--- config.mk ---
export PLATFORM = sky130hd
export DESIGN_NAME = asc_ctrl
export DESIGN_NICKNAME = d
export VERILOG_FILES = /design/src/asc_pkg.sv /design/src/asc_ctrl.sv
export SDC_FILE = /design/constraint.sdc
export NUM_CORES = 1
export LEC_CHECK = 0
export ABC_AREA = 1
export BUFFER_PORTS_ARGS = -buffer_cell sky130_fd_sc_hd__buf_4
export CORE_MARGIN = 5
export CORE_UTILIZATION = 53
export DETAILED_ROUTE_END_ITERATION = 7
export PLACE_DENSITY = 0.87
export SLEW_MARGIN = 15
export SYNTH_ARGS = -nofsm -noshare
export SYNTH_HDL_FRONTEND = slang
export SYNTH_SLANG_ARGS = --single-unit
export TNS_END_PERCENT = 30
--- constraint.sdc ---
create_clock -name clk_i -period 3.17 [get_ports clk_i]
set_clock_uncertainty 0.1 [all_clocks]
set_input_delay 0.317 -clock clk_i [delete_from_list [all_inputs] [get_ports clk_i]]
set_output_delay 0.317 -clock clk_i [all_outputs]
set_load 0.05 [all_outputs]
--- src/asc_pkg.sv ---
// asc_pkg: shared constants for the converter sequencer control block.
// assumes a 32-bit classic Wishbone slave, one 8-bit register per word.
package asc_pkg;
  // ----------------------------------------------------------------
  // register map (word indices, matched against address bits 31:2)
  // ----------------------------------------------------------------
  localparam logic [7:0] ASC_CTRL0_OFS = 8'h1F;  // converter_control_zero index
  localparam logic [7:0] ASC_CLKCFG_OFS = 8'h9F; // converter_clock_config index
  localparam logic [7:0] ASC_PINSEL_OFS = 8'h91; // analog_pin_select index
  localparam logic [7:0] ASC_RESHI_OFS = 8'h1E;  // result_high_byte index
  localparam logic [7:0] ASC_RESLO_OFS = 8'h9E;  // result_low_byte index
  localparam logic [7:0] ASC_FLAG_OFS = 8'h0C;   // peripheral_flag_reg index
  localparam logic [7:0] ASC_IEN_OFS = 8'h8C;    // interrupt enable index
  localparam logic [7:0] ASC_DIR_OFS = 8'h85;    // port_a_direction index
  // ----------------------------------------------------------------
  // field positions
  // ----------------------------------------------------------------
  localparam int ASC_ON_BIT = 0;
  localparam int ASC_GO_BIT = 1;
  localparam int ASC_CHS_LSB = 2;
  localparam int ASC_REF_BIT = 6;
  localparam int ASC_JUST_BIT = 7;
  localparam int ASC_CKS_LSB = 4;
  localparam int ASC_DONE_BIT = 6;
  localparam logic [7:0] ASC_CTRL0_WMASK = 8'hDF; // bit 5 not implemented
  // ----------------------------------------------------------------
  // reset values
  // ----------------------------------------------------------------
  localparam logic [7:0] ASC_CTRL0_RST = 8'h00;
  localparam logic [2:0] ASC_CKS_RST = 3'h0;
  localparam logic [7:0] ASC_PINSEL_RST = 8'hFF;
  localparam logic [5:0] ASC_DIR_RST = 6'h3F;
  // ----------------------------------------------------------------
  // timing
  // ----------------------------------------------------------------
  localparam int ASC_CONV_TAD = 11;  // periods per conversion
  localparam int ASC_ABORT_TAD = 2;  // recovery after abort
  localparam int ASC_RES_BITS = 10;
  typedef enum logic [1:0] {
    ASC_IDLE = 2'b00,
    ASC_WAIT = 2'b01,
    ASC_CONV = 2'b10,
    ASC_RECOV = 2'b11
  } asc_state_type;
endpackage

--- src/asc_ctrl.sv ---
// asc_ctrl: control sequencer for a 10-bit successive-approximation converter.
// assumes the analog core presents one result bit per period on sar_bit_i.
// assumes the bus master holds each request until it samples ack high.
//
// Summary of operation
// - ten-bit successive approximation, one shared sample-and-hold through a mux.
// - channel select bits 4:2 of control zero route input n.
// - reference bit 6 set picks external reference pin, clear picks supply.
// - a conversion lasts eleven conversion clock periods.
// - clock select bits 6:4 of clock config pick divider or internal RC.
// - writing go starts a conversion; go reads one while busy.
// - completion clears go, sets done flag bit 6, requests interrupt if enabled.
// - clearing go mid-conversion aborts; results keep previous value.
// - after abort wait two periods, then acquire the selected channel.
// - justify bit 7 set right-justifies result, clear left-justifies.
// - power-on bit 0 enables converter; clear shuts it off.
// - bit 5 of control zero reads zero and ignores writes.
// - pin select disables digital input buffers; direction bit floats driver.
// - reset turns converter off, aborts conversion, keeps result registers.
// - sleep with non-RC clock aborts and turns module off, enable stays.
// - RC clock waits one instruction, completes and loads results in sleep.
`timescale 1ns/1ps
module asc_ctrl import asc_pkg::*; #(
  parameter int RC_DIV = 800  // system clocks per RC period
) (
  input wire logic clk_i,
  input wire logic rst_i,
  input wire logic [31:0] wb_adr_i,
  input wire logic [31:0] wb_dat_i,
  output logic [31:0] wb_dat_o,
  input wire logic wb_we_i,
  input wire logic [3:0] wb_sel_i,
  input wire logic wb_cyc_i,
  input wire logic wb_stb_i,
  output logic wb_ack_o,
  input wire logic sleep_i,
  input wire logic instr_tick_i,
  input wire logic sar_bit_i,
  output logic [2:0] input_channel_select_o,
  output logic reference_source_select_o,
  output logic converter_power_on_o,
  output logic sample_o,
  output logic sar_step_o,
  output logic [7:0] pin_analog_enable_o,
  output logic [5:0] port_a_direction_o,
  output logic irq_o
);
  // ----------------------------------------------------------------
  // bus decode
  // ----------------------------------------------------------------
  function automatic logic hit(input logic [31:0] a, input logic [7:0] idx);
    hit = (a[31:2] == {22'h0, idx});
  endfunction
  wire req = wb_cyc_i & wb_stb_i & ~wb_ack_o;
  wire wr0 = req & wb_we_i & wb_sel_i[0];
  wire hit_c0 = hit(wb_adr_i, ASC_CTRL0_OFS);
  wire hit_ck = hit(wb_adr_i, ASC_CLKCFG_OFS);
  wire hit_ps = hit(wb_adr_i, ASC_PINSEL_OFS);
  wire hit_hi = hit(wb_adr_i, ASC_RESHI_OFS);
  wire hit_lo = hit(wb_adr_i, ASC_RESLO_OFS);
  wire hit_fl = hit(wb_adr_i, ASC_FLAG_OFS);
  wire hit_ie = hit(wb_adr_i, ASC_IEN_OFS);
  wire hit_dr = hit(wb_adr_i, ASC_DIR_OFS);
  wire [7:0] wd = wb_dat_i[7:0];

  logic [7:0] ctrl0_r;
  logic [2:0] cks_r;
  logic [7:0] pinsel_r;
  logic [5:0] dir_r;
  logic [7:0] res_hi_r, res_lo_r;
  logic done_r, ien_r;
  asc_state_type st_r, st_nxt;
  logic [3:0] tad_cnt_r;
  logic [9:0] sar_r;
  logic [9:0] div_r;
  logic [6:0] pre_r;
  logic tick;

  // ----------------------------------------------------------------
  // conversion clock divider
  // ----------------------------------------------------------------
  // one ratio decode; x11 runs off a slow count standing in for the RC source
  wire rc_sel = (cks_r[1:0] == 2'b11);
  wire [6:0] ratio = cks_r == 3'b000 ? 7'h02 : cks_r == 3'b100 ? 7'h04 :
                     cks_r == 3'b001 ? 7'h08 : cks_r == 3'b101 ? 7'h10 :
                     cks_r == 3'b010 ? 7'h20 : 7'h40;
  // restart on every state change so each phase gets whole periods
  always_ff @(posedge clk_i) begin
    if (rst_i || st_r == ASC_IDLE || st_nxt != st_r) begin
      pre_r <= 7'h00;
      div_r <= 10'h000;
    end else if (rc_sel) begin
      div_r <= (div_r == 10'(RC_DIV - 1)) ? 10'h000 : div_r + 10'h001;
    end else begin
      pre_r <= (pre_r == ratio - 7'h01) ? 7'h00 : pre_r + 7'h01;
    end
  end
  assign tick = rc_sel ? (div_r == 10'(RC_DIV - 1)) : (pre_r == ratio - 7'h01);

  // ----------------------------------------------------------------
  // sequencer
  // ----------------------------------------------------------------
  // sleep with a divided clock kills the conversion; the rc clock keeps running
  wire on = ctrl0_r[ASC_ON_BIT];
  wire go = ctrl0_r[ASC_GO_BIT];
  wire sleep_kill = sleep_i & ~rc_sel;
  wire busy = (st_r == ASC_WAIT) || (st_r == ASC_CONV);
  wire finish = (st_r == ASC_CONV) && tick && (tad_cnt_r == 4'(ASC_CONV_TAD - 1));
  wire abort = busy & (~go | ~on | sleep_kill);
  always_comb begin
    st_nxt = st_r;
    case (st_r)
      ASC_IDLE: if (go && on && !sleep_kill) begin
        st_nxt = rc_sel ? ASC_WAIT : ASC_CONV;
      end
      ASC_WAIT: if (abort) begin
        st_nxt = ASC_RECOV;
      end else if (instr_tick_i) begin
        st_nxt = ASC_CONV;
      end
      ASC_CONV: if (abort) begin
        st_nxt = ASC_RECOV;
      end else if (finish) begin
        st_nxt = ASC_IDLE;
      end
      ASC_RECOV: if (tick && tad_cnt_r == 4'(ASC_ABORT_TAD - 1)) begin
        st_nxt = ASC_IDLE;
      end
      default: st_nxt = ASC_IDLE;
    endcase
  end
  // state and period count; reset drops any conversion in flight
  always_ff @(posedge clk_i) begin
    if (rst_i) begin
      st_r <= ASC_IDLE;
      tad_cnt_r <= 4'h0;
    end else begin
      st_r <= st_nxt;
      if (st_nxt != st_r) tad_cnt_r <= 4'h0;
      else if (tick) tad_cnt_r <= tad_cnt_r + 4'h1;
    end
  end
  // one decision per period for the first ten periods; the eleventh only closes out
  wire step = (st_r == ASC_CONV) && tick && (tad_cnt_r < 4'(ASC_RES_BITS));
  // shift one decision per period, msb first
  always_ff @(posedge clk_i) begin
    if (step) begin
      sar_r <= {sar_r[8:0], sar_bit_i};
    end
  end
  // result registers have no reset, so they survive a device reset
  always_ff @(posedge clk_i) begin
    if (finish && !abort) begin
      if (ctrl0_r[ASC_JUST_BIT]) begin
        res_hi_r <= {6'h00, sar_r[9:8]};
        res_lo_r <= sar_r[7:0];
      end else begin
        res_hi_r <= sar_r[9:2];
        res_lo_r <= {sar_r[1:0], 6'h00};
      end
    end
  end

  // ----------------------------------------------------------------
  // registers
  // ----------------------------------------------------------------
  // hardware set/clear of go and done beats a same-cycle software write
  always_ff @(posedge clk_i) begin
    if (rst_i) begin
      ctrl0_r <= ASC_CTRL0_RST;
      cks_r <= ASC_CKS_RST;
      pinsel_r <= ASC_PINSEL_RST;
      dir_r <= ASC_DIR_RST;
      done_r <= 1'b0;
      ien_r <= 1'b0;
    end else begin
      if (wr0 && hit_c0) ctrl0_r <= wd & ASC_CTRL0_WMASK;
      if (wr0 && hit_ck) cks_r <= wd[ASC_CKS_LSB +: 3];
      if (wr0 && hit_ps) pinsel_r <= wd;
      if (wr0 && hit_dr) dir_r <= wd[5:0];
      if (wr0 && hit_ie) ien_r <= wd[ASC_DONE_BIT];
      if (wr0 && hit_fl) done_r <= wd[ASC_DONE_BIT];
      if (finish && !abort) begin
        ctrl0_r[ASC_GO_BIT] <= 1'b0;
        done_r <= 1'b1;
      end else if ((st_r == ASC_IDLE && !on) || (busy && sleep_kill)) begin
        ctrl0_r[ASC_GO_BIT] <= 1'b0;
      end
    end
  end

  // read mux and single-cycle ack; unmapped reads return zero
  wire [7:0] rd = hit_c0 ? ctrl0_r :
                  hit_ck ? {1'b0, cks_r, 4'h0} :
                  hit_ps ? pinsel_r :
                  hit_hi ? res_hi_r :
                  hit_lo ? res_lo_r :
                  hit_fl ? {1'b0, done_r, 6'h00} :
                  hit_ie ? {1'b0, ien_r, 6'h00} :
                  hit_dr ? {2'b00, dir_r} : 8'h00;
  always_ff @(posedge clk_i) begin
    if (rst_i) begin
      wb_ack_o <= 1'b0;
      wb_dat_o <= 32'h0;
    end else begin
      wb_ack_o <= req;
      wb_dat_o <= {24'h0, rd};
    end
  end

  // ----------------------------------------------------------------
  // analog side outputs
  // ----------------------------------------------------------------
  assign input_channel_select_o = ctrl0_r[ASC_CHS_LSB +: 3];
  assign reference_source_select_o = ctrl0_r[ASC_REF_BIT];
  // powered only while enabled and not shut down by sleep
  assign converter_power_on_o = on & ~(sleep_i & ~rc_sel);
  // acquisition runs whenever the converter sits idle with power-on bit 0 set, even while sleep holds the power output low
  assign sample_o = on & (st_r == ASC_IDLE);
  assign sar_step_o = step;
  assign pin_analog_enable_o = pinsel_r;
  assign port_a_direction_o = dir_r;
  assign irq_o = done_r & ien_r;

  // ----------------------------------------------------------------
  // checks
  // ----------------------------------------------------------------
  // bit 5 resets to zero and is masked off every write, so it can never read back as one
  property p_bit5; @(posedge clk_i) disable iff (rst_i) ctrl0_r[5] == 1'b0; endproperty
  a_bit5: assert property (p_bit5) else $error("bit 5 set");
  property p_done; @(posedge clk_i) disable iff (rst_i)
    (finish && !abort) |=> (done_r && !ctrl0_r[ASC_GO_BIT]); endproperty
  a_done: assert property (p_done) else $error("no done");
  property p_abort; @(posedge clk_i) disable iff (rst_i)
    (abort) |=> $stable(res_hi_r) && $stable(res_lo_r); endproperty
  a_abort: assert property (p_abort) else $error("result changed");
  property p_off; @(posedge clk_i) disable iff (rst_i)
    (st_r == ASC_IDLE && !on) |=> st_r == ASC_IDLE; endproperty
  a_off: assert property (p_off) else $error("start while off");
  // a completion with the enable set must reach the request line next cycle
  property p_irq; @(posedge clk_i) disable iff (rst_i)
    (finish && !abort && ien_r) |=> irq_o; endproperty
  a_irq: assert property (p_irq) else $error("irq wrong");
  property p_rec; @(posedge clk_i) disable iff (rst_i)
    (st_r == ASC_RECOV) |-> tad_cnt_r < 4'(ASC_ABORT_TAD); endproperty
  a_rec: assert property (p_rec) else $error("recovery long");
  property p_len; @(posedge clk_i) disable iff (rst_i)
    (st_r == ASC_CONV) |-> tad_cnt_r < 4'(ASC_CONV_TAD); endproperty
  a_len: assert property (p_len) else $error("conversion long");
  property p_sleep; @(posedge clk_i) disable iff (rst_i)
    (busy && sleep_kill) |=> st_r == ASC_RECOV && on == $past(on); endproperty
  a_sleep: assert property (p_sleep) else $error("sleep abort");
  property p_ack; @(posedge clk_i) disable iff (rst_i)
    wb_ack_o |=> !wb_ack_o; endproperty
  a_ack: assert property (p_ack) else $error("ack held"); // single-cycle bus ack
  // ----------------------------------------------------------------
  // phase length checks
  // ----------------------------------------------------------------
  // clocks spent in the current state; restarts with every state change
  logic [15:0] phase_len_r;
  wire [15:0] per = rc_sel ? 16'(RC_DIV) : {9'h000, ratio};
  always_ff @(posedge clk_i) begin
    if (rst_i || st_nxt != st_r) begin
      phase_len_r <= 16'h0000;
    end else begin
      phase_len_r <= phase_len_r + 16'h0001;
    end
  end
  // the whole conversion, divider included, must span eleven periods
  property p_conv_len; @(posedge clk_i) disable iff (rst_i)
    finish |-> phase_len_r == 16'(ASC_CONV_TAD) * per - 16'h0001; endproperty
  a_conv_len: assert property (p_conv_len) else $error("conversion length");
  property p_rec_len; @(posedge clk_i) disable iff (rst_i)
    (st_r == ASC_RECOV && st_nxt == ASC_IDLE) |->
      phase_len_r == 16'(ASC_ABORT_TAD) * per - 16'h0001; endproperty
  a_rec_len: assert property (p_rec_len) else $error("recovery length");
  // sequencing: start on go, rc start waits for the instruction tick
  property p_start; @(posedge clk_i) disable iff (rst_i)
    (st_r == ASC_IDLE && go && on && !sleep_kill) |=> busy; endproperty
  a_start: assert property (p_start) else $error("go did not start");
  property p_wait; @(posedge clk_i) disable iff (rst_i)
    (st_r == ASC_WAIT && !abort && !instr_tick_i) |=> st_r == ASC_WAIT; endproperty
  a_wait: assert property (p_wait) else $error("rc start early");
  // justification leaves the unused six bits of the short byte at zero
  property p_right; @(posedge clk_i) disable iff (rst_i)
    (finish && !abort && ctrl0_r[ASC_JUST_BIT]) |=> res_hi_r[7:2] == 6'h00; endproperty
  a_right: assert property (p_right) else $error("right justify");
  property p_left; @(posedge clk_i) disable iff (rst_i)
    (finish && !abort && !ctrl0_r[ASC_JUST_BIT]) |=> res_lo_r[5:0] == 6'h00; endproperty
  a_left: assert property (p_left) else $error("left justify");
  // an abort must leave the previous result untouched through recovery
  property p_hold; @(posedge clk_i) disable iff (rst_i)
    (st_r == ASC_RECOV) |=> $stable(res_hi_r) && $stable(res_lo_r); endproperty
  a_hold: assert property (p_hold) else $error("result changed in recovery");
  c_done: cover property (@(posedge clk_i) finish && !abort);
  c_sleep: cover property (@(posedge clk_i) busy && sleep_kill);
  c_right: cover property (@(posedge clk_i) finish && !abort && ctrl0_r[ASC_JUST_BIT]);
  c_abort: cover property (@(posedge clk_i) st_r == ASC_CONV && abort);
  c_rc: cover property (@(posedge clk_i) st_r == ASC_WAIT && instr_tick_i);
endmodule

Yosys cells after proc, flatten, opt, wreduce, memory -nomap -nowiden. Cells that the tools add are included.

Flip-flop bits (word level): 108. Word-level logic and storage cells: 116. Bits in writable memories: 0. Bits in latches: 0. ROM bits: 0. Output and inout port bits: 55. Bits of input ports: 76. Memories: 0.

Div/mod/pow operators: 0. Shift operators: 0. Reductions and logical operators: 27. Magnitude comparators: 1. $mul: 0. Add/subtract/negate cells: 4. Eq/ne operators: 21. Multiplexer cells: 28. Bitwise logic cells: 16.

Operators with widths (number): 30-bit by 8-bit == test with 1-bit output (second input constant) (5); 30-bit by 5-bit == test with 1-bit output (second input constant) (2); 7-bit 2-to-1 mux (8); 8-bit 2-to-1 mux (6); 30-bit by 4-bit == test with 1-bit output (second input constant) (1); 2-bit 2-to-1 mux (8); 1-bit logical AND (15); 10-bit by 1-bit adder with 10-bit output (second input constant) (1); 10-bit == test (second input constant) (1); 10-bit 2-to-1 mux (1); 1-bit AND (9); 2-bit case mux with 4 select lines (1); 7-bit by 1-bit adder with 7-bit output (second input constant) (1); 7-bit == test (1); 7-bit by 1-bit subtractor with 7-bit output (second input constant) (1); 2-bit == test (second input constant) (3); 3-bit == test (second input constant) (2); 6-bit 2-to-1 mux (1); 1-bit NOT (5); 4-bit by 1-bit adder with 4-bit output (second input constant) (1); 4-bit by 1-bit == test with 1-bit output (second input constant) (1); 4-bit == test (second input constant) (1); 1-bit logical OR (4); 4-bit less-than comparator (second input constant) (1); 12 further kinds (17).

Longest topological paths before layout. Gate-level depths: netlist (run 1).

Depth in word-level cells: 16. Depth in mapped cells: 18. Mapped depth without buffers: 17.

Worst setup path before layout (run 1). OpenSTA, ideal clock, no wires.

Path type: register -> register. From: register cks_r[1]. To: register sar_r[0] (enable). Required time: 2.633 ns. Path slack: -0.145 ns. Stages on the path, launching flop included: 11. Path buffers: 0. Data arrival time: 2.778 ns. Clock period less this slack: 3.315 ns. Library setup time: 0.437 ns. Cell sequence: dfxtp_1 -> inv_2 -> nand2_1 -> nand2_1 -> nor2_1 -> nand2_1 -> nor2_2 -> nand3_2 -> nand2_4 -> inv_1 -> nor3_1.

Cells in the longest elaborated chain, start to end: 11. Elaborated cells between the ends (all ways): 16. Those cells by class: add/sub: 1; eq/ne: 6; mux: 6; reduce/logical: 3.

Ends and longest elaborated chain: start: declaration (line asc_ctrl.sv:67) `logic [2:0] cks_r;`; start signal: assignment (line asc_ctrl.sv:178) `if (wr0 && hit_ck) cks_r <= wd[ASC_CKS_LSB +: 3];`; 3-bit by 2-bit == test with 1-bit output (line asc_ctrl.sv:86) `cks_r == 3'b010 ? 7'h20 : 7'h40;`; 7-bit 2-to-1 mux (line asc_ctrl.sv:86); 7-bit 2-to-1 mux (2 in a row) (line asc_ctrl.sv:85) `cks_r == 3'b001 ? 7'h08 : cks_r == 3'b101 ? 7'h10 :`; 7-bit 2-to-1 mux (2 in a row) (line asc_ctrl.sv:84) `wire [6:0] ratio = cks_r == 3'b000 ? 7'h02 : cks_r == 3'b100 ? 7'h04 :`; 7-bit by 1-bit subtractor with 7-bit output (line asc_ctrl.sv:98) `assign tick = rc_sel ? (div_r == 10'(RC_DIV - 1)) : (pre_r == ratio - 7'h01);`; 7-bit == test (line asc_ctrl.sv:98); 1-bit 2-to-1 mux * (line asc_ctrl.sv:98); 1-bit logical AND * (2 in a row) (line asc_ctrl.sv:144) `wire step = (st_r == ASC_CONV) && tick && (tad_cnt_r < 4'(ASC_RES_BITS));`; net sar_step_o (line asc_ctrl.sv:43) `output logic sar_step_o,`; end signal: assignment (line asc_ctrl.sv:148) `sar_r <= {sar_r[8:0], sar_bit_i};`; end: declaration (line asc_ctrl.sv:74) `logic [9:0] sar_r;`.

The timed path passes the listed nets; every way through them passes the cells marked *. A chain may end at the register's enable or synchronous reset.

Worst setup path in the final report (run 1).
From: register cks_r[1]. To: output port sar_step_o.

Cells in the longest elaborated chain, start to end: 11. Elaborated cells between the ends (all ways): 16. Those cells by class: add/sub: 1; eq/ne: 6; mux: 6; reduce/logical: 3.

Ends and longest elaborated chain (line): 3-bit by 2-bit == test with 1-bit output (asc_ctrl.sv:86); 7-bit 2-to-1 mux (asc_ctrl.sv:86); 7-bit 2-to-1 mux (2 in a row) (asc_ctrl.sv:85); 7-bit 2-to-1 mux (2 in a row) (asc_ctrl.sv:84); 7-bit by 1-bit subtractor with 7-bit output (asc_ctrl.sv:98); 7-bit == test (asc_ctrl.sv:98); 1-bit 2-to-1 mux * (asc_ctrl.sv:98); 1-bit logical AND * (2 in a row) (asc_ctrl.sv:144); end: declaration (asc_ctrl.sv:43).

Mark *: on every way between the ends. The rest lies on a longest branch, timed or not.

==> results of run 1 <==
[Yosys cell counts, drive strengths merged]
master | number | area [sq um]
dfxtp | 58 | 1160
o311a | 1 | 10.0
edfxtp | 26 | 781
nand4 | 11 | 68.8
clkbuf | 9 | 33.8
or2 | 8 | 50.1
a31oi | 1 | 6.26
a221oi | 1 | 8.76
o21ai | 31 | 155
a211oi | 4 | 30.0
conb | 1 | 3.75
o22ai | 1 | 6.26
ha | 9 | 113
buf | 32 | 241
nor3b | 3 | 22.5
nand3 | 50 | 290
o211ai | 15 | 113
nor2 | 71 | 367
xor2 | 13 | 114
nor4 | 5 | 31.3
xnor2 | 1 | 8.76
clkinv | 1 | 3.75
nor3 | 11 | 65.1
o31ai | 1 | 12.5
nand2 | 111 | 447
inv | 92 | 345
mux2i | 1 | 10.0
a21oi | 27 | 135
[flip-flops by register name (all words and copies together) (netlist names)]
register / cells
wb_dat_o: 8
sar_r: 10
cks_r: 3
div_r: 10
ctrl0_r: 7
tad_cnt_r: 4
port_a_direction_o: 6
res_lo_r: 8
st_r: 2
res_hi_r: 8
pin_analog_enable_o: 8
done_r: 1
wb_ack_o: 1
pre_r: 7
ien_r: 1
[cell families after synthesis]
group                    synth area share
AND/OR/NAND/NOR                     0.289
buffers and inverters               0.135
flip-flops                          0.419
AO/OA/AOI/OAI                       0.103
XOR/XNOR                           0.0265
adder cells (fa/ha/maj)            0.0243
other                            0.000809
multiplexers                      0.00216
[power groups by stage]
stage / logic [mW] / registers [mW] / clock network, mW
detailed placement: 0.246 / 1.14 / 0
floorplan: 0.198 / 1.14 / 0
finish: 0.249 / 1.11 / 0.765
global placement: 0.239 / 1.14 / 0
CTS: 0.247 / 1.11 / 0.771
global route: 0.272 / 1.11 / 0.826
[routing by layer]
| metal | vias up | wire length [um] |
|---|---|---|
| li1 | 2035 | - |
| met1 | 1813 | 4210 |
| met2 | 188 | 5200 |
| met3 | 32 | 881 |
| met4 | 0 | 357 |
| met5 | - | 0 |
[critical path, cell delays in order (launching register included)]
cell	delay, ns
dfxtp_1	0.47
nand2_2	0.19
nand3_1	0.11
nand2_1	0.06
nor2_1	0.19
nand3_2	0.13
nand2_4	0.13
inv_1	0.09
nor3_2	0.11
buf_4	0.20
buf_4	0.22
[area by class of cell]
class	instances	area (sq um)	share of cell area
clock buffer	9	124	0.0230
clock inverter	7	73.8	0.0137
inverter	93	349	0.0648
multi-input combinational	400	2160	0.401
sequential	84	1940	0.361
tap	108	135	0.0251
timing repair buffer	80	603	0.112
[how the worst max path moves through the flow]
stage	depth (start not counted)	slack (ns)	to	start
2_1_floorplan	10	0.61	sar_r[0]	cks_r[1]
3_3_place_gp	13	0.67	wb_dat_o[4]	wb_adr_i[31]
3_5_place_dp	13	0.62	wb_dat_o[1]	wb_adr_i[31]
4_1_cts	10	0.48	sar_step_o	cks_r[1]
5_1_grt	10	0.34	sar_step_o	cks_r[1]
6_report	10	0.47	sar_step_o	cks_r[1]
==> results.yml, run 1 <==
place:
  port_buffers: 77
  place_inst: 764
  dp_hpwl_um: 8230
  place.gp.congestion: 0.943
  place_ws_ns: 0.619
  placed_cell_area_sq_mm: 0.00518
routing:
  wl_um: 10600
  firstDrtPassIters: 7
  avgViaCountPerCell: 5.21
  vias: 4068
  drc_errors: 0
  ant_nets: 0
  dr.first_iter.drc_count: 304
  wl_per_cell_um: 13.6
setup_path:
  rr_startpoint: "cks_r[1]"
  crit_path_start_kind: "register"
  end_kind: "output port"
  r2r_cells: 16
  r2r_slack_ns: 0.58
  crit_type: "reg2out"
  path_max_fanout: 11
  worstPathArrival_ns: 2.28
  crit_required_ns: 2.75
  r2r-end: "pre_r[4]"
pwr:
  p_sw_mw: 0.632
  ir_worst_vdd_v: 0.000170
  power.density_mw_per_mm2: 395
  p_sw_frac: 0.297
  leakage_nw: 2.37
  power_frac_seq: 0.523
  design_power_total_mw: 2.13
  clkPwrFrac: 0.360
  internal-power_mw: 1.49
  comb_power_share: 0.117
die:
  initial_utilization: 0.537
  die-area_sq_mm: 0.0107
  io_pins: 131
  rows: 34
  die_h_um: 103
  die_width_um: 103
  coreArea_sq_mm: 0.00864
clock_network:
  numCtsBuffers: 9
  post_cts_buffers: 0
  htree_levels: 3
  post_cts_resized: 0
  cts_tree: "done"
  cts.reportedPaths.clkPinSlew_ns: 0.10
  ctsLongestPathBuffers: 2
  clkLatencyLatePin_ns: 0.37
  hold_buffers: 0
  cts.sink_count: 84
  cts-root-buf: "clkbuf_8"
synth:
  syn-mean-instance-area_sq_um: 7.79
  ys_warn_count: 0
  ys_ff_latch: 84
  syn-instance-count: 595
  yosysSeqAreaShare: 0.419
  synth_cell_types: 41
  synth_area_sq_mm: 0.00463
sta:
  tightest_slew_ns: 0.702
  relSlewSlack: 0.529
  holdWs_ns: 0.105
  fin_ws_ns: 0.468
  period_minus_slack_ns: 2.70
  fmax_ghz: 0.370
  finalHoldViolCount: 0
  rsz0062_at_grt: "no"
  timing.final.crit_share: 0.852
  setup_viol: 0
  tns_ns: 0
  slew_viol_final: 0
grt:
  top_usage_layer: "met2"
  grtUsageMet3: 0.0389
  antenna_found_initial: 0
  grt_pass1_wl_um: 17000
  grt-ovfl-total: 0
  grt_util_all_layers: 0.202
  use_met2: 0.341
  grt_max_degree: 28
  grt_pass1_vias: 3721
  met1_usage: 0.249
worst_hold_path:
  min_to: "wb_ack_o"
  whs_path_depth: 3
  min_path_type: "in2reg"
  min_from: "wb_stb_i"
cells_and_area:
  final_util: 0.624
  layout.nets: 753
  mostFrequentLayoutCell: "nand2_1"
  finalInstanceArea_sq_mm: 0.00539
  layout_common_cells: "103 x nand2_1, 86 x inv_1, 79 x buf_4"
  stdcell_count: 781
  n_antenna_cell: 0
  area_delta_synth_final_pct: 16.2
  drive_above_1_share: 0.208
  n_fill_cell: 737
job:
  cap_violations: 0
status:
  status: "finished clean"
No activity file was read; power rests on OpenSTA's default activity.
==> run 2: changes to the inputs <==
--- a/config.mk
+++ b/config.mk
@@ -7,9 +7,12 @@
 export LEC_CHECK = 0
 export ABC_AREA = 1
 export BUFFER_PORTS_ARGS = -buffer_cell sky130_fd_sc_hd__buf_4
+export CELL_PAD_IN_SITES_DETAIL_PLACEMENT = 0
+export CELL_PAD_IN_SITES_GLOBAL_PLACEMENT = 1
 export CORE_MARGIN = 5
-export CORE_UTILIZATION = 53
+export CORE_UTILIZATION = 38
 export DETAILED_ROUTE_END_ITERATION = 7
+export GPL_TIMING_DRIVEN = 0
 export PLACE_DENSITY = 0.87
 export SLEW_MARGIN = 15
 export SYNTH_ARGS = -nofsm -noshare
==> run 2 against run 1 <==
Effect of this change: routed wire length increased by 7.4%; sequential power about the same; utilization decreased by 14 points; largest cell class unchanged; non-clock buffer count increased by 38.
==> results.yml, run 2 (synthesis gave the netlist of run 1 again) <==
routing:
  dr.first_iter.drc_count: 259
  vias: 4127
  drc_errors: 0
  ant_nets: 0
  firstDrtPassIters: 8
  avgViaCountPerCell: 4.81
  wl_per_cell_um: 13.3
  wl_um: 11400
die:
  io_pins: 131
  rows: 40
  coreArea_sq_mm: 0.0120
  die_h_um: 120
  die_width_um: 120
  initial_utilization: 0.387
  die-area_sq_mm: 0.0145
cells_and_area:
  area_delta_synth_final_pct: 24.7
  n_antenna_cell: 0
  reg_top3: "div_r: 10 flops, sar_r: 10 flops"
  layout.nets: 791
  mostFrequentLayoutCell: "buf_4"
  drive_above_1_share: 0.238
  layout_common_cells: "104 x buf_4, 103 x nand2_1, 86 x inv_1"
place:
  port_buffers: 77
  place.gp.congestion: 0.871
  dp_hpwl_um: 8930
sta:
  holdWs_ns: 0.0554
  timing.final.crit_share: 0.868
  fmax_ghz: 0.364
  tightest_slew_ns: 0.652
  finalHoldViolCount: 0
  rsz0062_at_grt: "no"
  tns_ns: 0
  slew_viol_final: 0
  period_minus_slack_ns: 2.75
  setup_viol: 0
  relSlewSlack: 0.566
setup_path:
  rr_startpoint: "st_r[1]"
  end_kind: "output port"
  worstPathArrival_ns: 2.33
  path_max_fanout: 11
  crit_start: "cks_r[1]"
  crit_type: "reg2out"
  crit_required_ns: 2.75
  crit_path_start_kind: "register"
pwr:
  ir_worst_vdd_v: 0.000258
  clkPwrFrac: 0.418
  power.density_mw_per_mm2: 414
  comb_power_share: 0.117
  internal-power_mw: 1.75
  p_sw_frac: 0.269
  p_sw_mw: 0.644
  power_frac_seq: 0.465
  leakage_nw: 2.57
clock_network:
  clkLatencyLatePin_ns: 0.34
  cts.reportedPaths.clkPinSlew_ns: 0.06
  cts_tree: "done"
  htree_levels: 3
  cts-root-buf: "clkbuf_16"
  numCtsBuffers: 9
  cts.sink_count: 84
  ctsLongestPathBuffers: 2
grt:
  grt_pass1_vias: 3847
  grt_max_degree: 18
  antenna_found_initial: 0
  grt-ovfl-total: 0
  grt_util_all_layers: 0.160
  grt_pass1_wl_um: 18700
worst_hold_path:
  min_from: "sar_bit_i"
  min_path_type: "in2reg"
status:
  status: "finished clean"
job:
  cap_violations: 0
[run 2: cell count changes in the layout (fill, tap and decap cells not counted), sizes merged]
| cell | change |
|---|---|
| clkbuf | +9 |
| inv | -2 |
| dlygate4sd3 | -1 |
| buf | +30 |
| clkinvlp | +2 |
[run 2: path summary, 6_finish.rpt]
kind           endpoint  slack, ns  cells past startpoint
max          sar_step_o       0.42                     11
min            sar_r[0]       0.06                      1
max reg2reg    div_r[6]       0.76                     15
min reg2reg    sar_r[9]       0.35                      0
[run 2: area by class of cell]
cell class / count / area, sq um
Buffer: 41 / 275
Clock inverter: 7 / 58.8
Inverter: 93 / 349
Sequential cell: 84 / 1940
Tap cell: 147 / 184
Multi-Input combinational cell: 400 / 2160
Timing Repair Buffer: 77 / 578
Fill cell: 1175 / 6180
Clock buffer: 9 / 225
[run 2: metrics by stage]
stage	std cells	setup slack [ns]	power (mW)	area, sq um	utilization
4_1_cts	858	0.170	2.42	5770	0.482
3_3_place_gp	842	0.580	1.41	5490	0.459
5_1_grt	858	0.151	2.50	5780	0.483
6_report	858	0.420	2.39	5780	0.483
2_1_floorplan	618	0.614	1.34	4720	-
3_5_place_dp	842	0.544	1.42	5490	0.459
[run 2: worst max-delay path: stages, from the launching register on]
cell,delay (ns)
dfxtp_1,0.45
inv_2,0.10
nand2_1,0.06
nand2_1,0.05
nor2_1,0.08
nand2_1,0.07
nor2_2,0.14
nand3_2,0.11
nand2_4,0.13
inv_1,0.10
nor3_4,0.40
buf_4,0.29
[run 2: power groups by stage]
stage | logic, mW | clock network (mW) | registers (mW)
global route | 0.303 | 1.08 | 1.11
global placement | 0.274 | 0 | 1.14
CTS | 0.279 | 1.03 | 1.11
detailed placement | 0.278 | 0 | 1.14
finish | 0.280 | 1.00 | 1.11
floorplan | 0.198 | 0 | 1.14
[run 2: timing repair]
item	in CTS	in global routing
setup buffers	0	0
resized for setup	0	1
hold buffers	0	0
endpoints found under the setup margin	0	1
[run 2: layer usage]
metal / routed length, um / global-route usage / vias to the layer above
met1: 4900 / 0.200 / 1842
met2: 5440 / 0.270 / 161
met3: 892 / 0.0435 / 18
met5: 0 / 0 / -
met4: 206 / 0.0475 / 0
li1: - / - / 2106
==> run 3: changes to the inputs <==
--- a/config.mk
+++ b/config.mk
@@ -5,15 +5,15 @@
 export SDC_FILE = /design/constraint.sdc
 export NUM_CORES = 1
 export LEC_CHECK = 0
-export ABC_AREA = 1
+export ABC_AREA = 0
 export BUFFER_PORTS_ARGS = -buffer_cell sky130_fd_sc_hd__buf_4
 export CELL_PAD_IN_SITES_DETAIL_PLACEMENT = 0
 export CELL_PAD_IN_SITES_GLOBAL_PLACEMENT = 1
 export CORE_MARGIN = 5
-export CORE_UTILIZATION = 38
+export CORE_UTILIZATION = 39
 export DETAILED_ROUTE_END_ITERATION = 7
 export GPL_TIMING_DRIVEN = 0
-export PLACE_DENSITY = 0.87
+export PLACE_DENSITY = 0.86
 export SLEW_MARGIN = 15
 export SYNTH_ARGS = -nofsm -noshare
 export SYNTH_HDL_FRONTEND = slang
==> run 3 against run 2 <==
Effect of this change: routed wire length is 0.16% higher; worst setup slack worse by 0.24 ns; combinational power is 40% higher; critical path type unchanged; clock power hardly changed; highest routed layer unchanged; critical path depth is 5 lower; hold slack worse by 0.0020 ns; largest cell class unchanged; utilization is 1.4 points higher; non-clock buffer count is 9 higher; total power is 5.3% higher; die area is 6.2% lower.
==> results.yml, run 3 <==
routing:
  dr.first_iter.drc_count: 265
  wl_per_cell_um: 16.0
  drc_errors: 0
  firstDrtPassIters: 6
  ant_nets: 0
  vias: 3819
  wl_um: 11500
  avgViaCountPerCell: 5.33
setup_path:
  end_kind: "output port"
  crit_type: "reg2out"
  max_stage_delay_ns: 0.67
  worstPathCellList: "buf_2 -> nand3_1 -> or4_1 -> o21ai_4 -> and3_4 -> buf_4"
  crit_family: "simple AND/OR/NAND/NOR gates"
  cpMaxStageDelayCell: "or4_1"
  r2r_slack_ns: 0.21
  crit_buf_inv: 2
  path_max_fanout: 11
  crit_required_ns: 2.75
  worstPathArrival_ns: 2.57
  crit_path_start_kind: "register"
synth:
  yosysSeqAreaShare: 0.438
  ys_ff_latch: 84
  synthTopCellsByCount: "58 x dfxtp_1, 45 x nand2_1, 38 x nand3_1"
  synth_edf_count: 26
  synth_ff_type: "dfxtp_1"
  synth_area_sq_mm: 0.00444
  ys_top_cells_by_area: "dfxtp_1 26%, edfxtp_1 18%, buf_4 4.7%"
  synth_top_cell_by_area: "dfxtp_1"
  syn-mean-instance-area_sq_um: 9.75
  synth.most_common_cell: "dfxtp_1"
  syn-instance-count: 455
  synth_cell_types: 64
  ys_async_sr_fraction: 0
  ys_warn_count: 0
  synth_top_area_frac: 0.262
job:
  cap_violations: 0
cells_and_area:
  n_fill_cell: 1058
  reg_top3: "div_r: 10 flops, sar_r: 10 flops"
  mostFrequentLayoutCell: "buf_4"
  area_delta_synth_final_pct: 26.3
  multi_input_area_sq_mm: 0.00224
  layout.nets: 654
  drive_above_1_share: 0.284
  regArea_sq_mm: 0.00194
  stdcell_count: 717
  layout_common_cells: "108 x buf_4, 58 x dfxtp_1, 45 x nand2_1"
  n_antenna_cell: 0
sta:
  relSlewSlack: 0.420
  timing.final.crit_share: 0.942
  setup_viol: 0
  finalHoldViolCount: 0
  holdWs_ns: 0.0534
  period_minus_slack_ns: 2.99
  rsz0062_at_grt: "no"
  fmax_ghz: 0.335
  tns_ns: 0
  slew_viol_final: 0
  tightest_slew_ns: 0.862
  fin_ws_ns: 0.184
clock_network:
  htree_levels: 3
  cts-root-buf: "clkbuf_16"
  hold_buffers: 0
  numCtsBuffers: 9
  cts.reportedPaths.clkPinSlew_ns: 0.07
  cts.sink_count: 84
  cts_tree: "done"
  ctsLongestPathBuffers: 2
  clkLatencyLatePin_ns: 0.34
place:
  place_inst: 698
  place.gp.congestion: 0.834
  place_ws_ns: -0.189
  dp_hpwl_um: 8760
  port_buffers: 77
grt:
  antenna_found_initial: 0
  grt_pass1_vias: 3510
  grt-ovfl-total: 0
  grt_pass1_wl_um: 18100
  grt_util_all_layers: 0.169
  grt_max_degree: 18
die:
  coreArea_sq_mm: 0.0113
  die_width_um: 117
  die-area_sq_mm: 0.0136
  die_h_um: 117
  io_pins: 131
  initial_utilization: 0.393
  rows: 39
worst_hold_path:
  min_path_type: "in2reg"
pwr:
  leakage_nw: 2.18
  ir_worst_vdd_v: 0.000269
  power.density_mw_per_mm2: 450
status:
  status: "finished clean"
[run 3: worst register-to-register path, delay by kind of cell, from the launching register on]
| kind | cells | cell delay (ns) |
|---|---|---|
| and+or+nand+nor | 4 | 1.33 |
| buffers and inverters | 2 | 0.58 |
| DFF | 1 | 0.44 |
| AOI/OAI and AO/OA | 1 | 0.17 |
[run 3: report_power, final]
group	switching, mW	leakage, nW	internal, mW
Sequential	0.0127	0.689	1.11
Combinational	0.257	1.36	0.135
Clock	0.464	0.136	0.544
Total	0.734	2.18	1.79
[run 3: path summary, 6_finish.rpt]
path,from,to,cells after the start
max,cks_r[0],sar_step_o,6
min,sar_bit_i,sar_r[0],1
max reg2reg,cks_r[0],res_hi_r[7],7
min reg2reg,wb_ack_o,wb_ack_o,1
[run 3: routing by layer]
metal	part of all wire	up-vias	routed length, um	GRT usage
met5	0	-	0	0
met4	0.0082	0	94	0.0420
met3	0.064	8	737	0.0409
met2	0.49	110	5560	0.278
met1	0.44	1832	5060	0.225
li1	-	1869	-	-
[run 3: through the flow]
step | area (sq um) | power (mW) | utilization
2_1_floorplan | 4520 | 1.42 | -
6_report | 5600 | 2.52 | 0.497
3_5_place_dp | 5280 | 1.53 | 0.468
4_1_cts | 5580 | 2.53 | 0.495
3_3_place_gp | 5280 | 1.52 | 0.468
5_1_grt | 5600 | 2.62 | 0.497
[run 3: cell type report]
type,instances,share of cell area
clock inverter,7,0.0103
buffer,47,0.0538
tap,143,0.0319
sequential,84,0.347
timing repair buffer,80,0.107
inverter,15,0.0107
clock buffer,9,0.0402
multi-input combinational,332,0.399
[run 3: logic make-up (layout without fill, tap and decap cells)]
| group | Yosys count | in the layout | share of synthesized area |
|---|---|---|---|
| compound gates | 74 | 74 | 0.129 |
| xor+xnor | 17 | 17 | 0.0336 |
| fa+ha+maj | 9 | 9 | 0.0254 |
| buf+inv | 62 | 158 | 0.0804 |
| flops | 84 | 84 | 0.438 |
| mux | 17 | 17 | 0.0395 |
| other cells | 1 | 24 | 0.000845 |
| simple gates | 191 | 191 | 0.254 |
[run 3: timing repair]
item | 4_1_cts | 5_1_grt
pin swaps | 0 | 1
resized for setup | 5 | 0
setup buffers | 0 | 3
setup endpoints to repair | 18 | 1
